`src/rtl/swdc_pkg.sv`:
```
// Constants and types for the sleep and watchdog controller.
// Assumes one 20 MHz clock; pins arrive unsynchronised.
//
// How it works
// - STOP gates CPU clock and crystal oscillator
// - Low recovery pin in STOP starts reset
// - Fetch resumes at 000C after reset
// - Stop recovery keeps port mode register
// - Recovery pin sensed even when an output
// - First 5F enables, later ones clear
// - Enabled watchdog cannot be disabled
// - Watchdog opcode sets Z, clears S, V
// - Terminal count without refresh causes reset
// - Watchdog reset equals power-on sequence
// - Software watchdog halts during STOP
// - 4F keeps watchdog counting in HALT
// - 4F before enable does nothing
// - Permanent option enables watchdog after reset
// - Permanent watchdog runs in HALT, STOP
// - Low voltage forces reset
// - HALT stops CPU clock; interrupt wakes
// - POR timer triggered by all reset causes
// - Watchdog counts RC oscillator ticks
`default_nettype none
package swdc_pkg;
  localparam int unsigned CLK_HZ = 20_000_000;
  localparam int unsigned XTAL_CYCLES = 18;
  localparam int unsigned POR_TICKS_DEF = 64;
  localparam int unsigned WDT_TERM_DEF = 1024;
  localparam int unsigned AW = 12;
  localparam logic [7:0] P2M_IDX = 8'hF6;
  localparam logic [AW-1:0] P2M_ADDR = {2'h0, P2M_IDX, 2'h0};
  localparam logic [AW-1:0] CTRL_ADDR = 12'h000;
  localparam logic [AW-1:0] STAT_ADDR = 12'h004;
  localparam logic [7:0] P2M_RST = 8'hFF;
  localparam logic CTRL_WAKE_RST = 1'h1;
  localparam logic [7:0] OP_NOP = 8'hFF;
  localparam logic [7:0] OP_STOP = 8'h6F;
  localparam logic [7:0] OP_HALT = 8'h7F;
  localparam logic [7:0] OP_WDT = 8'h5F;
  localparam logic [7:0] OP_WDH = 8'h4F;
  localparam logic [15:0] RESET_VECTOR = 16'h000C;
  localparam logic [2:0] FLAGS_ZSV = 3'h4;
  typedef enum logic [4:0] {
    ST_RUN = 5'h01,
    ST_HALT = 5'h02,
    ST_STOP = 5'h04,
    ST_POR = 5'h08,
    ST_XTAL = 5'h10
  } swdc_state_t;
  typedef enum logic [1:0] {
    CAUSE_POWER = 2'h0,
    CAUSE_STOP = 2'h1,
    CAUSE_WDT = 2'h2,
    CAUSE_LV = 2'h3
  } swdc_cause_t;
endpackage : swdc_pkg
`default_nettype wire

```
`src/rtl/swdc_wdt_if.sv`:
```
// Link between the controller and its watchdog counter.
// Assumes both ends share one clock.
`timescale 1ns/1ps
`default_nettype none
interface swdc_wdt_if;
  logic tick;
  logic run;
  logic refresh;
  logic timeout;
  modport ctl (output tick, output run, output refresh, input timeout);
  modport cnt (input tick, input run, input refresh, output timeout);
endinterface : swdc_wdt_if
`default_nettype wire

```
`src/rtl/swdc_wdt.sv`:
```
// Watchdog counter, advanced by synchronised RC oscillator ticks.
// Assumes tick is a one-cycle pulse in the clk domain.
`timescale 1ns/1ps
`default_nettype none
module swdc_wdt #(
  parameter int unsigned TERM = 1024
) (
  // Clock and reset
  input wire logic clk,
  input wire logic resetn,
  // Controller side
  swdc_wdt_if.cnt w
);
  import swdc_pkg::*;
  localparam int unsigned CW = $clog2(TERM + 1);
  localparam logic [CW-1:0] LAST = CW'(TERM - 1);
  logic [CW-1:0] cnt_q, cnt_d;
  logic to_q, to_d;

  assign w.timeout = to_q;

  always_comb begin
    cnt_d = cnt_q;
    to_d = 1'b0;
    if (w.refresh) begin
      cnt_d = '0;
    end else if (w.run && w.tick) begin
      if (cnt_q == LAST) begin
        cnt_d = '0;
        to_d = 1'b1;
      end else begin
        cnt_d = cnt_q + 1'b1;
      end
    end
  end

  always_ff @(posedge clk or negedge resetn) begin
    if (!resetn) begin
      cnt_q <= '0;
      to_q <= 1'b0;
    end else begin
      cnt_q <= cnt_d;
      to_q <= to_d;
    end
  end
endmodule : swdc_wdt
`default_nettype wire

```
`src/rtl/swdc_top.sv`:
```
// Sleep, stop recovery and watchdog control with a Wishbone slave.
// Assumes clk keeps running in STOP; osc_en tells the pad to stop.
`timescale 1ns/1ps
`default_nettype none
module swdc_top #(
  parameter int unsigned POR_TICKS = swdc_pkg::POR_TICKS_DEF,
  parameter int unsigned WDT_TERM = swdc_pkg::WDT_TERM_DEF
) (
  // Clock and reset
  input wire logic clk,
  input wire logic resetn,
  // Wishbone slave
  input wire logic wb_cyc,
  input wire logic wb_stb,
  input wire logic wb_we,
  input wire logic [swdc_pkg::AW-1:0] wb_adr,
  input wire logic [3:0] wb_sel,
  input wire logic [31:0] wb_dat_w,
  output logic [31:0] wb_dat_r,
  output logic wb_ack,
  // Core opcode decoder
  input wire logic op_valid,
  input wire logic [7:0] op_code,
  input wire logic irq_req,
  output logic cpu_clk_en,
  output logic core_reset,
  output logic fetch_load,
  output logic [15:0] fetch_addr,
  output logic flag_upd,
  output logic [2:0] flag_zsv,
  // Pins and options
  input wire logic stop_recovery_pin,
  input wire logic rc_osc,
  input wire logic low_voltage,
  input wire logic perm_wdt_opt,
  output logic osc_en,
  output logic [7:0] port2_direction_mode
);
  import swdc_pkg::*;
  localparam int unsigned PW = $clog2(POR_TICKS + 1);
  localparam logic [PW-1:0] POR_LAST = PW'(POR_TICKS - 1);
  localparam logic [4:0] XTAL_LAST = 5'(XTAL_CYCLES - 1);

  swdc_wdt_if wif ();

  swdc_wdt #(.TERM(WDT_TERM)) u_wdt (
    .clk(clk),
    .resetn(resetn),
    .w(wif.cnt)
  );

  // Pin synchronisers; first stage feeds only the second
  logic [3:0] s1_q, s2_q;
  logic rc_s3_q;
  always_ff @(posedge clk or negedge resetn) begin
    if (!resetn) begin
      // Idle pin levels, else a false low-voltage cause follows reset
      s1_q <= 4'h1;
      s2_q <= 4'h1;
      rc_s3_q <= 1'b0;
    end else begin
      s1_q <= {perm_wdt_opt, low_voltage, rc_osc, stop_recovery_pin};
      s2_q <= s1_q;
      rc_s3_q <= s2_q[1];
    end
  end
  logic rec_s, rc_tick, lv_s, perm_s;
  assign rec_s = s2_q[0];
  assign rc_tick = s2_q[1] && !rc_s3_q;
  assign lv_s = s2_q[2];
  assign perm_s = s2_q[3];

  // Control state
  swdc_state_t st_q, st_d;
  swdc_cause_t cause_q, cause_d, go_cause;
  logic [PW-1:0] por_q, por_d;
  logic [4:0] x_q, x_d;
  logic en_q, en_d, hrun_q, hrun_d, perm_q, perm_d;
  logic osc_q, osc_d, cclk_q, cclk_d, crst_q, crst_d;
  logic fl_q, fl_d, flg_q, flg_d;
  logic go_por, refresh, pm_restore, wake_q;
  logic op_ok;

  assign op_ok = op_valid && st_q == ST_RUN;

  always_comb begin
    st_d = st_q;
    cause_d = cause_q;
    por_d = por_q;
    x_d = x_q;
    en_d = en_q;
    hrun_d = hrun_q;
    perm_d = perm_q;
    osc_d = osc_q;
    cclk_d = cclk_q;
    crst_d = crst_q;
    fl_d = 1'b0;
    flg_d = 1'b0;
    go_por = 1'b0;
    go_cause = CAUSE_POWER;
    refresh = 1'b0;
    unique case (st_q)
      ST_RUN: begin
        if (op_ok) begin
          unique case (op_code)
            OP_STOP: begin
              st_d = ST_STOP;
              osc_d = 1'b0;
              cclk_d = 1'b0;
            end
            OP_HALT: begin
              st_d = ST_HALT;
              cclk_d = 1'b0;
            end
            OP_WDT: begin
              en_d = 1'b1;
              refresh = 1'b1;
              flg_d = 1'b1;
            end
            OP_WDH: begin
              if (en_q) begin
                hrun_d = 1'b1;
              end
            end
            default: begin
            end
          endcase
        end
      end
      ST_HALT: begin
        if (irq_req && wake_q) begin
          st_d = ST_RUN;
          cclk_d = 1'b1;
        end
      end
      ST_STOP: begin
        if (!rec_s) begin
          go_por = 1'b1;
          go_cause = CAUSE_STOP;
        end
      end
      ST_POR: begin
        if (rc_tick) begin
          if (por_q == POR_LAST) begin
            st_d = ST_XTAL;
            x_d = '0;
          end else begin
            por_d = por_q + 1'b1;
          end
        end
      end
      ST_XTAL: begin
        if (x_q == XTAL_LAST) begin
          st_d = ST_RUN;
          crst_d = 1'b0;
          fl_d = 1'b1;
          perm_d = perm_s;
          en_d = perm_s;
        end else begin
          x_d = x_q + 1'b1;
        end
      end
      default: begin
        go_por = 1'b1;
      end
    endcase
    if (wif.timeout && st_q != ST_POR && st_q != ST_XTAL) begin
      go_por = 1'b1;
      go_cause = CAUSE_WDT;
    end
    if (lv_s) begin
      go_por = 1'b1;
      go_cause = CAUSE_LV;
    end
    if (go_por) begin
      st_d = ST_POR;
      cause_d = go_cause;
      por_d = '0;
      en_d = 1'b0;
      refresh = 1'b1; // Stale count would shorten a permanent period
      hrun_d = 1'b0;
      osc_d = 1'b1;
      cclk_d = 1'b1;
      crst_d = 1'b1;
      fl_d = 1'b0;
      flg_d = 1'b0;
    end
  end

  // Stop recovery leaves port modes alone to avoid output glitches
  assign pm_restore = go_por && go_cause != CAUSE_STOP;

  // Watchdog only counts where its mode allows
  always_comb begin
    wif.tick = rc_tick;
    wif.refresh = refresh;
    unique case (st_q)
      ST_RUN: wif.run = en_q;
      ST_HALT: wif.run = en_q && (hrun_q || perm_q);
      ST_STOP: wif.run = en_q && perm_q;
      default: wif.run = 1'b0;
    endcase
  end

  always_ff @(posedge clk or negedge resetn) begin
    if (!resetn) begin
      st_q <= ST_POR;
      cause_q <= CAUSE_POWER;
      por_q <= '0;
      x_q <= '0;
      en_q <= 1'b0;
      hrun_q <= 1'b0;
      perm_q <= 1'b0;
      osc_q <= 1'b1;
      cclk_q <= 1'b1;
      crst_q <= 1'b1;
      fl_q <= 1'b0;
      flg_q <= 1'b0;
    end else begin
      st_q <= st_d;
      cause_q <= cause_d;
      por_q <= por_d;
      x_q <= x_d;
      en_q <= en_d;
      hrun_q <= hrun_d;
      perm_q <= perm_d;
      osc_q <= osc_d;
      cclk_q <= cclk_d;
      crst_q <= crst_d;
      fl_q <= fl_d;
      flg_q <= flg_d;
    end
  end

  assign cpu_clk_en = cclk_q;
  assign osc_en = osc_q;
  assign core_reset = crst_q;
  assign fetch_load = fl_q;
  assign fetch_addr = RESET_VECTOR;
  assign flag_upd = flg_q;
  assign flag_zsv = FLAGS_ZSV;

  // Wishbone slave: ack one cycle after request
  logic ack_q, ack_d;
  logic [31:0] dat_q, dat_d;
  logic [7:0] p2m_q, p2m_d;
  logic wake_d, wr, wr_p2;
  assign wr = wb_cyc && wb_stb && wb_we && ack_q;
  assign wr_p2 = wr && wb_sel[0] && wb_adr == P2M_ADDR;

  always_comb begin
    ack_d = wb_cyc && wb_stb && !ack_q;
    dat_d = '0;
    p2m_d = p2m_q;
    wake_d = wake_q;
    if (ack_d && !wb_we) begin
      unique case (wb_adr)
        CTRL_ADDR: dat_d = {31'h0, wake_q};
        STAT_ADDR: dat_d = {22'h0, cause_q, perm_q, hrun_q, en_q, st_q};
        default: dat_d = '0;
      endcase
    end
    if (wr_p2) begin
      p2m_d = wb_dat_w[7:0];
    end
    if (wr && wb_sel[0] && wb_adr == CTRL_ADDR) begin
      wake_d = wb_dat_w[0];
    end
    if (pm_restore) begin
      p2m_d = P2M_RST;
    end
  end

  always_ff @(posedge clk or negedge resetn) begin
    if (!resetn) begin
      ack_q <= 1'b0;
      dat_q <= '0;
      p2m_q <= P2M_RST;
      wake_q <= CTRL_WAKE_RST;
    end else begin
      ack_q <= ack_d;
      dat_q <= dat_d;
      p2m_q <= p2m_d;
      wake_q <= wake_d;
    end
  end

  assign wb_ack = ack_q;
  assign wb_dat_r = dat_q;
  assign port2_direction_mode = p2m_q;
endmodule : swdc_top
`default_nettype wire

```
`config.mk`:
```
export PLATFORM = sky130hd
export DESIGN_NAME = swdc_top
export DESIGN_NICKNAME = d
export VERILOG_FILES = /design/src/rtl/swdc_pkg.sv /design/src/rtl/swdc_wdt_if.sv /design/src/rtl/swdc_wdt.sv /design/src/rtl/swdc_top.sv
export SDC_FILE = /design/constraint.sdc
export NUM_CORES = 1
export LEC_CHECK = 0
export ABC_AREA = 1
export BUFFER_PORTS_ARGS = -buffer_cell sky130_fd_sc_hd__buf_2
export CORE_MARGIN = 10
export CORE_UTILIZATION = 45
export CTS_BUF_LIST = sky130_fd_sc_hd__clkbuf_16
export DETAILED_ROUTE_END_ITERATION = 7
export HOLD_SLACK_MARGIN = 0.06
export PLACE_DENSITY = 0.76
export SLEW_MARGIN = 20
export SYNTH_ARGS = -nofsm -noshare
export SYNTH_HDL_FRONTEND = slang
export SYNTH_SLANG_ARGS = --single-unit
```
`constraint.sdc`:
```
create_clock -name clk -period 1.8 [get_ports clk]
set_clock_uncertainty 0.2 [all_clocks]
set_input_delay 0.18 -clock clk [delete_from_list [all_inputs] [get_ports clk]]
set_output_delay 0.18 -clock clk [all_outputs]
set_load 0.005 [all_outputs]
```
# Word-level counts from Yosys, hierarchy flattened
# Cells that the tools add are included.
[totals]
latch_bits = 0
mem_bits_rw = 0
word_cells = 166
reg_bits = 90
output_inout_bits = 65
mem_bits_ro = 0
in_bits = 67
n_memories = 0
[op_classes]
bitwise_logic = 0
mux = 65
shifts = 0
n_eq_ne = 29
div_mod_pow = 0
add_sub_neg = 3
n_reduce_logical = 48
magnitude_cmp = 0
mul = 0
[op_table]
columns = ["cell", "count"]
rows = [
  ["5-bit 2-to-1 mux", 9],
  ["1-bit 2-to-1 mux", 36],
  ["11-bit 2-to-1 mux", 3],
  ["8-bit by 7-bit equality test with 1-bit output (second input constant)", 4],
  ["32-bit 2-to-1 mux", 1],
  ["7-bit 2-to-1 mux", 4],
  ["2-bit nonzero test", 12],
  ["10-bit one-hot mux with 2 select lines", 1],
  ["5-bit one-hot mux with 2 select lines", 2],
  ["5-bit one-hot mux with 4 select lines", 1],
  ["1-bit logical AND", 17],
  ["8-bit 2-to-1 mux", 2],
  ["4-bit AND reduction", 4],
  ["3-bit != test (second input constant)", 5],
  ["12-bit by 10-bit equality test with 1-bit output (second input constant)", 1],
  ["12-bit by 3-bit equality test with 1-bit output (second input constant)", 1],
  ["12-bit zero test", 1],
  ["11-bit by 1-bit adder with 11-bit output (second input constant)", 1],
  ["11-bit by 10-bit equality test with 1-bit output (second input constant)", 1],
  ["5-bit equality test (second input constant)", 2],
  ["7-bit by 1-bit adder with 7-bit output (second input constant)", 1],
  ["7-bit by 6-bit equality test with 1-bit output (second input constant)", 1],
  ["7-bit AND reduction", 1],
  ["2-bit != test (second input constant)", 3],
  ["other kinds (21)", 31],
]

# Logic depth before layout (Yosys ltp)
[depth]
ltp_word = 8
ltp_mapped = 13
depth_no_buf = 13

# Cells and area by module
# From an unflattened synthesis, not the netlist that was laid out.
[hier_totals]
hier_cells = 414
hier_area_um2 = 3657.3
[by_module_without_submodules]
columns = ["mod", "cells_per_inst", "seq_area_each_um2", "area_per_inst_um2", "instances"]
rows = [
  ["swdc_top", 326, 1420.1, 2969.1, 1],
  ["swdc_wdt", 88, 300.3, 688.2, 1],
]

# Least setup slack after synthesis
# OpenSTA, ideal clock, no wires.
[synth_path]
path_kind = "reg2reg"
startpoint = "register st_q[3]"
endpoint = "register u_wdt.cnt_q[8]"
stages_incl_launch_ff = 12
required_ps = 1527
path_buffers = 1
setup_ps = 73
path_slack_ps = -120
period_less_slack_ps = 1920
arrival_ps = 1647
path_cell_list = "dfstp_2 > inv_2 > nor2_2 > nand3_2 > nand3_1 > nor2_2 > nor2_8 > nand2_4 > nor2_4 > buf_6 > nand2_1 > a21oi_2"
[synth_between]
elab_chain_cells = 7
elab_cells_between_ends = 21
classes_between = "eq/ne (7); mux (8); reduce/logical (6)"
[synth_lines]
columns = ["item", "line_no", "text"]
rows = [
  ["from (decl)", "swdc_top.sv:74", "swdc_state_t st_q, st_d;"],
  ["from (signal assigned)", "swdc_top.sv:220", "st_q <= st_d;"],
  ["5-bit by 1-bit equality test with 1-bit output (tied with other cells)", "swdc_top.sv:84, swdc_top.sv:102, swdc_top.sv:197", ""],
  ["4-bit OR reduction (no line) / 1-bit logical AND (equally long branches)", "--", ""],
  ["1-bit one-hot mux with 2 select lines / 1-bit logical AND (equally long branches)", "swdc_top.sv:102, swdc_top.sv:167", ""],
  ["1-bit 2-to-1 mux", "swdc_top.sv:167", "if (wif.timeout && st_q != ST_POR && st_q != ST_XTAL) begin"],
  ["1-bit 2-to-1 mux", "swdc_top.sv:171", "if (lv_s) begin"],
  ["1-bit 2-to-1 mux", "swdc_top.sv:175", "if (go_por) begin"],
  ["11-bit 2-to-1 mux / 2-bit nonzero test (equally long branches)", "--", ""],
  ["to (signal assigned)", "swdc_wdt.sv:42", "cnt_q <= cnt_d;"],
  ["to (decl)", "swdc_wdt.sv:17", "logic [CW-1:0] cnt_q, cnt_d;"],
]
# Several ways; a longest one is shown, not always the timed one.
# A chain may end at the register's enable or synchronous reset.

# Worst setup path after layout
[layout_path]
startpoint = "register st_q[3]"
endpoint = "register por_q[4]"
[layout_between]
elab_chain_cells = 7
elab_cells_between_ends = 18
classes_between = "eq/ne (8); mux (4); reduce/logical (6)"
[layout_lines]
columns = ["item", "line_no", "text"]
rows = [
  ["5-bit by 1-bit equality test with 1-bit output (tied with other cells)", "swdc_top.sv:102", "unique case (st_q)"],
  ["4-bit OR reduction (no line) / 1-bit logical AND (equally long branches)", "--", ""],
  ["1-bit one-hot mux with 2 select lines / 1-bit logical AND (equally long branches)", "swdc_top.sv:102, swdc_top.sv:167", ""],
  ["1-bit 2-to-1 mux", "swdc_top.sv:167", ""],
  ["1-bit 2-to-1 mux", "swdc_top.sv:171", ""],
  ["2-bit != test (no line) / 2-bit nonzero test (equally long branches)", "--", ""],
  ["3-bit AND reduction (no line)", "--", ""],
  ["to (signal assigned)", "swdc_top.sv:222", "por_q <= por_d;"],
  ["to (decl)", "swdc_top.sv:76", "logic [PW-1:0] por_q, por_d;"],
]
# Several ways; a longest one is shown, not always the timed one.

==> flow_metrics.tcl <==
set metrics [dict create \
    track_usage 0.157 \
    whs_ns 0.0744 \
    r2r-start "st_q[3]" \
    min_period_ns 2.10 \
    grt_pass1_vias 3468 \
    io_buffers 63 \
    fillers 586 \
    cp_num_buf_inv 3 \
    std_cell_rows 32 \
    vias 3320 \
    r2r_slack_ns -0.30 \
    drtPass1Iterations 6 \
    clk_path_buf_depth 2 \
    viasPerCell 4.85 \
    fmax_mhz 476 \
    grt.overflow.total 0 \
    critPathMaxFanout 8 \
    rsz0062_at_grt "yes" \
    worstSkewPairLatency_ns 0.33 \
    crit_path_cell_trace "inv_2, nor2_4, nand3_4, nand3_2, nand2_4, nor2_8, nand2_8, buf_12, buf_4, o31ai_2" \
    htree_levels 3 \
    peakVddDrop_v 0.000552 \
    syn_avg_cell_area_um2 8.95 \
    hold_end "wb_dat_r[4]" \
    crit_type "reg2reg" \
    synth_edf_count 0 \
    crit_slowest_cell "dfstp_2" \
    fin_nets 648 \
    cts_buffers 9 \
    netlist_instances 411 \
    worstHoldStart "wb_adr[8]" \
    final_cell_mix "buf_4 (66), nand2_1 (64), buf_2 (63)" \
    multi_input_area_um2 1850 \
    syn_area_um2 3680 \
    hold_viol_final 0 \
    ant_nets 0 \
    drt-initial-drc-count 214 \
    floorplan.die_area_um2 12200 \
    coreArea_um2 7850 \
    ys_types 45 \
    drt_wl_total_mm 10.1 \
    violations "negative setup slack" \
    layout-drive-gt1-share 0.411 \
    cap_violations 0 \
    setup_viol 46 \
    path_clk_slew_ns 0.06 \
    drcViolationCount 0 \
    crit_family "simple AND/OR/NAND/NOR gates" \
    setup_slack_ns -0.302 \
    grt_start_max_net_pins 69 \
    r2r_cells 10 \
    r2r_end "por_q[4]" \
    synth_seq_area_share 0.468 \
    period_share 1.17 \
    gp_congestion 0.879 \
    maxSlewViolCount 0 \
    p_leak_nw 2.70 \
    start_util 0.469 \
    power_density_nw_per_um2 999 \
    wl_per_cell_um 14.8 \
    final_common_cell "buf_4" \
    num_antenna_cells 0 \
    area_growth_pct 46.3 \
    power_w 0.00538 \
    clock-sinks 68 \
    whs_path_depth 4 \
    max_stage_delay_ns 0.57 \
    die_width_um 110 \
    crit_path_end_kind "flip-flop" \
    required_ns 1.83 \
    ys_warn_count 0 \
    cts_tree "built" \
    hpwl_mm 6.87 \
    die_h_um 110 \
    place.detailed.instances 628 \
    synth-seq-cells 68 \
    synth_top_flop_cell "dfrtp_1" \
    hold_path_class "in2reg" \
    ys_async_sr_fraction 1.00 \
    antenna_found_initial 0 \
    seq_area_um2 1720 \
    crit_path_start_kind "flip-flop" \
    root_buffer "clkbuf_16" \
    critPathArrivalTime_ns 2.14 \
    instances_no_fill 684 \
    run_status "complete, but fails checks" \
    grt_first_pass_wirelength_mm 16.6 \
    ios 132 \
]
-- timing repair --
| action | in CTS | in global routing |
|---|---|---|
| gates resized for setup | 33 | 26 |
| pin swaps | 14 | 11 |
| endpoints found under the hold margin | 85 | 5 |
| setup endpoints to repair | 38 | 56 |
| hold buffers | 22 | 3 |
| buffers inserted | 14 | 2 |
-- worst reg2reg max path, delay by kind of cell (launching register included) --
family	cells	cell delay, ns
buf+inv	3	0.38
flops	1	0.57
compound gates	1	0.18
simple gates	6	0.69
-- logic make-up after synthesis --
logic type | after synthesis | share of synthesized area
other cells | 2 | 0.00204
simple gates | 205 | 0.286
mux | 7 | 0.0194
buf+inv | 87 | 0.139
xor+xnor | 8 | 0.0190
compound gates | 30 | 0.0531
flops | 68 | 0.468
fa+ha+maj | 4 | 0.0136
-- power breakdown --
group / switching, W / total (W) / internal, W
combinational: 0.000938 / 0.00168 / 0.000740
sequential: 0.0000700 / 0.00171 / 0.00164
clock: 0.000637 / 0.00198 / 0.00135
-- through the flow --
step	worst slack [ns]	cell area [µm²]	TNS, ns	utilization
6_report	-0.302	5380	-8.78	0.686
5_1_grt	-0.391	5380	-12.85	0.686
4_1_cts	-0.248	5230	-7.28	0.666
3_5_place_dp	-0.329	4440	-6.60	0.565
3_3_place_gp	-0.235	4440	-5.08	0.565
2_1_floorplan	-0.113	3880	-2.07	-
-- cell usage after synthesis (5+ instances only) --
cell type	number	area, µm²
a21oi_1	7	35.0
buf_4	41	308
dfrtp_1	53	1330
dfstp_2	15	394
inv_1	35	131
inv_2	6	22.5
mux2i_1	6	60.1
nand2_1	73	274
nand3_1	30	150
nand4_1	16	100
nor2_1	39	146
nor3_1	15	75.1
o21ai_1	5	25.0
o31ai_1	5	37.5
xor2_1	5	43.8
-- routing by layer --
| layer | wire length, µm | part of all wire | global-route usage |
|---|---|---|---|
| met5 | 0 | 0 | 0 |
| met4 | 189 | 0.019 | 0.0613 |
| met3 | 495 | 0.049 | 0.0367 |
| met2 | 5240 | 0.52 | 0.267 |
| met1 | 4210 | 0.42 | 0.187 |
-- state kept, by name, indices dropped and copies added, names as in the netlist --
signal,cells
wake_q,1
hrun_q,1
en_q,1
wb_ack,1
s1_q,4
fetch_load,1
x_q,5
por_q,7
osc_en,1
cause_q,2
flag_upd,1
core_reset,1
wb_dat_r,10
u_wdt.cnt_q,11
port2_direction_mode,8
st_q,5
u_wdt.w.timeout,1
s2_q,4
cpu_clk_en,1
perm_q,1
rc_s3_q,1
-- final cells by class --
cell class | count | share of cell area
clock inverters | 7 | 0.0214
inverters | 41 | 0.0291
flip-flops and latches | 68 | 0.320
clock buffers | 9 | 0.0419
repair buffers | 162 | 0.219
well taps | 102 | 0.0237
multi-input cells | 295 | 0.344
-- worst max-delay path by stage --
stage / startpoint / cells after the start / slack (ns) / to
finish: st_q[3] / 10 / -0.30 / por_q[4]
global route: x_q[1] / 12 / -0.39 / st_q[0]
CTS: st_q[3] / 11 / -0.25 / x_q[4]
detailed placement: st_q[3] / 11 / -0.33 / por_q[3]
global placement: st_q[0] / 9 / -0.23 / en_q
floorplan: st_q[3] / 10 / -0.11 / por_q[4]
Note: power is estimated with default switching activity, not from simulation.
